--- src/design/adcsq_pkg.sv ---
// adcsq_pkg: constants for the conversion sequencer
// assumes a 125 MHz system clock; all pins synchronous to it
package adcsq_pkg;
  localparam int unsigned CLK_PERIOD_PS = 8000;
  // internal bit-clock period in ns (plain default, trimmable)
  localparam int unsigned BIT_PERIOD_NS = 1000;
  localparam int unsigned BIT_CYCLES =
    (BIT_PERIOD_NS * 1000) / CLK_PERIOD_PS;
  // a trigger low no longer than this counts as an external pace pulse
  localparam int unsigned EXT_PULSE_MAX_NS = 700;
  localparam int unsigned EXT_PULSE_MAX_CYCLES =
    (EXT_PULSE_MAX_NS * 1000) / CLK_PERIOD_PS;
  localparam int unsigned RES_BITS = 16;
  localparam int unsigned EXT_PULSES = 17;
  localparam logic [4:0] RES_DEFAULT = 5'h10;
  typedef enum logic [1:0] {
    ADCSQ_IDLE = 2'b00,
    ADCSQ_RESET = 2'b01,
    ADCSQ_DECIDE = 2'b11
  } adcsq_state_t;
endpackage

--- src/design/adcsq_core.sv ---
// adcsq_core: successive-approximation conversion sequencer
// assumes the comparator answer is valid whenever a bit is decided
`timescale 1ns/1ps
// Operation
// - trigger falling edge starts conversion, busy high
// - busy stays high until conversion completes
// - trigger fall resets the approximation register first
// - quick trigger rise suppresses internal bit clock
// - resolution plus one external pulses complete one conversion, seventeen at 16 bits
// - busy high after first pulse, low after the last (the seventeenth at 16 bits)
// - output coding is complementary binary
// - short cycle ends right after last bit
module adcsq_core #(
  parameter int unsigned RES = adcsq_pkg::RES_BITS
) (
  // clock and reset
  input wire logic clk,
  input wire logic arst_n,
  // trigger, active low pulse
  input wire logic convert_start_n,
  // number of bits to convert, 1 to RES
  input wire logic [4:0] resolution,
  // comparator: high when input is above the trial level
  input wire logic comp_above,
  // status and data
  output logic busy,
  output logic [RES-1:0] trial,
  output logic [RES-1:0] data_out,
  output logic data_valid
);
  import adcsq_pkg::*;

  // the index arithmetic below needs at least two bits and no more than
  // sixteen, although the five-bit resolution port could name up to 31
  if (RES < 2 || RES > 16) begin : g_bad_res
    $error("adcsq_core: RES out of range");
  end

  // a pace pulse must end before the internal bit clock could fire
  if (EXT_PULSE_MAX_CYCLES >= BIT_CYCLES) begin : g_bad_pace
    $error("adcsq_core: pace pulse limit too long");
  end

  adcsq_state_t state;
  adcsq_state_t next_state;
  logic trig_q;
  logic trig_fall;
  logic trig_rise;
  logic start;
  logic short_low;
  logic [15:0] low_cnt;
  logic [15:0] bit_cnt;
  logic bit_tick;
  logic ext_mode;
  logic [4:0] bit_idx;
  logic [4:0] last_idx;
  logic step;
  logic last_step;
  logic [RES-1:0] sar;
  logic [RES-1:0] next_sar;
  logic [RES-1:0] next_out;

  // resets high so the idle level of the pin gives no false edge
  always_ff @(posedge clk or negedge arst_n) begin
    if (!arst_n) begin
      trig_q <= 1'b1;
    end else begin
      trig_q <= convert_start_n;
    end
  end

  assign trig_fall = trig_q && !convert_start_n;
  assign trig_rise = !trig_q && convert_start_n;

  // falls during a conversion are not new requests
  assign start = (state == ADCSQ_IDLE) && trig_fall;

  assign last_idx = (resolution == 5'h00 || resolution > 5'(RES)) ?
    5'(RES) : resolution;

  // length of the current low phase on the trigger
  always_ff @(posedge clk or negedge arst_n) begin
    if (!arst_n) begin
      low_cnt <= 16'h0000;
    end else if (trig_fall) begin
      low_cnt <= 16'h0001;
    end else if (!convert_start_n && low_cnt != 16'hFFFF) begin
      low_cnt <= low_cnt + 16'h0001;
    end
  end

  assign short_low = (low_cnt <= 16'(EXT_PULSE_MAX_CYCLES));

  // a short low pulse marks external pacing for the rest of the conversion
  always_ff @(posedge clk or negedge arst_n) begin
    if (!arst_n) begin
      ext_mode <= 1'b0;
    end else if (state == ADCSQ_IDLE) begin
      ext_mode <= 1'b0;
    end else if (trig_rise && short_low) begin
      ext_mode <= 1'b1;
    end
  end

  // internal bit clock; held at zero once external pulses take over
  always_ff @(posedge clk or negedge arst_n) begin
    if (!arst_n) begin
      bit_cnt <= 16'h0000;
    end else if (state != ADCSQ_DECIDE || ext_mode) begin
      bit_cnt <= 16'h0000;
    end else if (bit_tick) begin
      bit_cnt <= 16'h0000;
    end else begin
      bit_cnt <= bit_cnt + 16'h0001;
    end
  end

  assign bit_tick = (bit_cnt == 16'(BIT_CYCLES - 1));

  // the first quick rise already suppresses the bit clock in its own cycle
  always_comb begin
    if (ext_mode || (trig_rise && short_low)) begin
      step = trig_fall;
    end else begin
      step = bit_tick;
    end
  end

  assign last_step = (state == ADCSQ_DECIDE) && step &&
    (bit_idx + 5'h01 == last_idx);

  always_comb begin
    next_state = state;
    case (state)
      ADCSQ_IDLE: begin
        if (trig_fall) begin
          next_state = ADCSQ_RESET;
        end
      end
      ADCSQ_RESET: begin
        next_state = ADCSQ_DECIDE;
      end
      ADCSQ_DECIDE: begin
        if (last_step) begin
          next_state = ADCSQ_IDLE;
        end
      end
      default: begin
        next_state = ADCSQ_IDLE;
      end
    endcase
  end

  always_ff @(posedge clk or negedge arst_n) begin
    if (!arst_n) begin
      state <= ADCSQ_IDLE;
    end else begin
      state <= next_state;
    end
  end

  // busy drops with the last decision, in the same cycle as data_valid
  always_ff @(posedge clk or negedge arst_n) begin
    if (!arst_n) begin
      busy <= 1'b0;
    end else if (start) begin
      busy <= 1'b1;
    end else if (next_state == ADCSQ_IDLE) begin
      busy <= 1'b0;
    end
  end

  always_ff @(posedge clk or negedge arst_n) begin
    if (!arst_n) begin
      bit_idx <= 5'h00;
    end else if (start) begin
      bit_idx <= 5'h00;
    end else if (state == ADCSQ_DECIDE && step && !last_step) begin
      bit_idx <= bit_idx + 5'h01;
    end
  end

  // one slice per result bit; bit_idx counts up, with zero selecting the MSB
  for (genvar i = 0; i < RES; i++) begin : g_bit
    localparam logic [4:0] POS = 5'(RES - 1 - i);
    logic decide_here;
    logic trial_here;
    assign decide_here = (state == ADCSQ_DECIDE) && step &&
      (bit_idx == POS);
    assign trial_here = ((state == ADCSQ_RESET) && (POS == 5'h00)) ||
      ((state == ADCSQ_DECIDE) && step && !last_step &&
      (bit_idx + 5'h01 == POS));
    assign next_sar[i] = start ? 1'b0 :
      decide_here ? comp_above :
      trial_here ? 1'b1 : sar[i];
    // bits below a short cycle were never tried and read as ones
    assign next_out[i] = decide_here ? !comp_above : !sar[i];
  end

  always_ff @(posedge clk or negedge arst_n) begin
    if (!arst_n) begin
      sar <= '0;
    end else begin
      sar <= next_sar;
    end
  end

  // result holds until the next conversion completes
  always_ff @(posedge clk or negedge arst_n) begin
    if (!arst_n) begin
      data_out <= '1;
    end else if (last_step) begin
      data_out <= next_out;
    end
  end

  always_ff @(posedge clk or negedge arst_n) begin
    if (!arst_n) begin
      data_valid <= 1'b0;
    end else begin
      data_valid <= last_step;
    end
  end

  assign trial = sar;
endmodule // adcsq_core

--- config.mk ---
export PLATFORM = sky130hd
export DESIGN_NAME = adcsq_core
export DESIGN_NICKNAME = d
export VERILOG_FILES = /design/src/design/adcsq_pkg.sv /design/src/design/adcsq_core.sv
export SDC_FILE = /design/constraint.sdc
export NUM_CORES = 1
export LEC_CHECK = 0
export ABC_AREA = 1
export BUFFER_PORTS_ARGS = -buffer_cell sky130_fd_sc_hd__buf_2
export CAP_MARGIN = 20
export CELL_PAD_IN_SITES_DETAIL_PLACEMENT = 0
export CELL_PAD_IN_SITES_GLOBAL_PLACEMENT = 1
export CORE_MARGIN = 5
export CORE_UTILIZATION = 39
export CTS_BUF_LIST = sky130_fd_sc_hd__clkbuf_16
export CTS_CLUSTER_DIAMETER = 80
export DETAILED_ROUTE_END_ITERATION = 8
export PLACE_DENSITY_LB_ADDON = 0.3
export SYNTH_ARGS = -nofsm -noshare
export SYNTH_HDL_FRONTEND = slang
export SYNTH_SLANG_ARGS = --single-unit
--- constraint.sdc ---
create_clock -name clk -period 2.2 [get_ports clk]
set_input_delay 0.33 -clock clk [delete_from_list [all_inputs] [get_ports clk]]
set_output_delay 0.33 -clock clk [all_outputs]
set_load 0.05 [all_outputs]
==> impl_metrics.yaml <==
worst_setup_path:
  worstRegToRegCells: 12
  path_class: "register to register"
  cp_data_arrival_time_ps: 2380
  crit_required_ps: 2470
  critPathLaunchType: "register"
  crit_fanout: 11
  cp-end-kind: "register"
final_layout:
  multiInputGateArea_um2: 2170
  nets: 696
  regArea_um2: 1900
  n_antenna_cell: 0
  syn_to_final_growth_pct: 19.9
  nFillCells: 1161
  drive_above_1_share_pct: 20.8
floorplanning:
  die-height_um: 117
  start_util_pct: 39.4
  die_w_um: 117
  ios: 43
  dieArea_um2: 13600
  num_rows: 39
  core-area_um2: 11300
pwr:
  pwr_density_cell_nw_per_um2: 1270
  ir_drop_mv: 0.623
  clock_power_share_pct: 25.1
  finalPower_mw: 6.79
  p_int_mw: 3.72
  p_comb_share_pct: 45.7
  p_sw_mw: 3.07
  p_sw_share_pct: 45.2
  leakage_nw: 2.71
  seqPwrFrac_pct: 29.2
yosys:
  ys.flop_type: "dfrtp_1"
  synth_cells: 610
  synth_top_area_share_pct: 32.6
  avgSynthCellArea_um2: 7.29
  syn-num-nets: 629
  ys_warn_count: 0
  async_flop_share_pct: 100
  synth-edff-count: 0
  synth-seq-cells: 75
  synth_top_cell_by_area: "dfrtp_1"
  synthTopCellsByArea: "dfrtp_1 33%, nand2_1 15%, dfstp_2 10%, nor2_1 6.4%, inv_1 6.2%"
  yosysSeqAreaShare_pct: 42.7
  syn-cell-area_um2: 4450
  synthDistinctLibCells: 38
sta:
  fmax_ghz: 0.473
  finalCriticalPeriod_ps: 2110
  setup_ws_ps: 87.3
  whs_ps: 125
  finClkSkew_ps: 3.99
  max_slew_margin_pct: 61.2
  finalSetupViolCount: 0
  rsz0062_at_grt: "true"
  period_share_pct: 96.0
  final_max_slew_viol_count: 0
  worst_slew_pin_slew_ps: 582
  hold_violations: 0
place:
  hpwl_mm: 8.36
  gp_congestion: 0.873
  portBuffers: 42
  place_ws_ps: -250
routing:
  drc: 0
  drt_pass1_iterations: 5
  dr.max_layer_used: "met4"
  drtIter0Drc: 192
  routed_wirelength_mm: 11.1
  wl_met2_mm: 5.41
  wl_per_cell_um: 13.4
  wl_met1_mm: 5.17
  wl_met3_um: 384
  vias_per_cell: 4.88
  num_vias: 4028
  ant_nets: 0
cts:
  clock-root-buffer: "clkbuf_16"
  max-clock-path-buffers: 2
  h-tree-depth: 3
  numCtsBuffers: 9
  clkSlewWorstSetupHoldPaths_ps: 60
  cts_tree: "yes"
  cts.sinks: 75
  insertion_delay_ps: 330
hold_path:
  hold_path_class: "input pin to register"
  hold_depth: 1
global_route:
  grt_pass1_wl_mm: 19.1
  grt_max_degree: 38
  antenna_found_initial: 0
  grt_pass1_vias: 3997
  grt_overflow_total: 0
  track_usage_pct: 17.8
run:
  cap_violations: 0
status:
  status: "complete, no violations"
-- cells by family (layout without fill, tap and decap cells) --
group | after synthesis | after routing | share of synthesized area [%]
fa+ha+maj | 10 | 10 | 2.81
xor+xnor | 8 | 8 | 1.75
simple gates | 372 | 372 | 37.5
compound gates | 54 | 54 | 6.47
buf+inv | 91 | 163 | 8.75
flops | 75 | 75 | 42.7
-- path summary, 6_finish.rpt --
path                                  from           end  slack, ps
setup / recovery                bit_idx[1]   data_out[8]         90
hold / removal             convert_start_n        trig_q        120
setup reg to reg                bit_idx[1]   data_out[8]         90
hold reg to reg                data_out[4]   data_out[4]        470
max in group asynchronous           arst_n  data_out[11]       1160
min in group asynchronous           arst_n    low_cnt[2]        410
-- flip-flops by register name, summed over array words and instances, names as in the netlist --
name,flops
bit_cnt,16
data_out,16
low_cnt,16
trial,16
bit_idx,5
state,2
busy,1
data_valid,1
ext_mode,1
trig_q,1
-- cells in the mapped netlist, types with 2 or more instances --
cell,instances
nand2_1,176
nor2_1,76
inv_1,74
dfrtp_1,58
nand3_1,53
a21oi_1,25
o21ai_0,22
dfstp_2,17
nor2_2,17
nand4_1,16
nor3_1,16
ha_1,10
buf_6,4
nand2_2,4
xor2_1,4
buf_1,3
buf_2,3
clkbuf_1,3
nand2_4,3
nor4_1,3
xnor2_1,3
a31oi_1,2
inv_2,2
nor2_4,2
-- per-stage QoR --
stage               utilization [%]  area, µm²  cells  TNS (ps)
finish                         47.3       5330    825         0
global route                   47.3       5330    825     -1140
CTS                            47.0       5290    822         0
detailed placement             43.8       4930    805     -7170
global placement               43.8       4930    805     -4800
floorplan                         -       4450    610      -396
-- power by group through the flow --
stage	Combinational (mW)	Sequential, mW	Clock (mW)
after global routing	3.43	2.03	1.81
after floorplan	1.50	2.79	0
after global placement	3.07	2.00	0
final	3.11	1.98	1.71
after detailed placement	3.08	2.01	0
after CTS	3.10	1.98	1.74
-- worst max-delay path: stages (launching register included) --
cell	delay [ps]
dfrtp_1	380
ha_2	200
inv_2	60
nor2_2	40
ha_1	330
xnor2_1	140
nand2_1	80
nor2_2	150
nand3_4	120
nand3b_4	240
buf_6	190
nand2_1	60
nand2_1	50
-- cells in the final DEF, fill, tap and decap left out, drive strengths merged --
cell and n:
o211ai 1, a31oi 2, nor2 95, nand2 183, dfstp 17, a21oi 25, nand4 16, o21ai 22
nor4 3, clkbuf 9, clkinv 4, nor3b 1, o21a 1, bufinv 3, o211a 1, xor2 4
ha 10, buf 69, a21boi 1, dfrtp 58, nand3 55, a22oi 1, nand3b 2, or4 1
inv 77, xnor2 4, dlygate4sd3 1, nor3 16
-- layout make-up --
| cell class | count | share of cell area (%) |
|---|---|---|
| Timing Repair Buffer | 70 | 8.36 |
| Clock inverter | 7 | 2.18 |
| Inverter | 77 | 5.52 |
| Tap cell | 143 | 3.36 |
| Clock buffer | 9 | 4.23 |
| Multi-Input combinational cell | 444 | 40.7 |
| Sequential cell | 75 | 35.6 |
-- what timing repair did --
action | 4_1_cts | 5_1_grt
endpoints found under the setup margin | 15 | 33
resized for setup | 2 | 8
setup buffers | 0 | 3
gates cloned | 0 | 0
hold buffers | 1 | 0
pin swaps | 1 | 7
endpoints found under the hold margin | 8 | 0
-- routing by layer --
metal / global-route usage, % / up-vias
met3: 3.58 / 9
met1: 22.7 / 1874
met2: 30.6 / 63
met5: 0 / -
met4: 4.97 / 0
li1: - / 2082
Note: power is estimated with default switching activity, not from simulation.
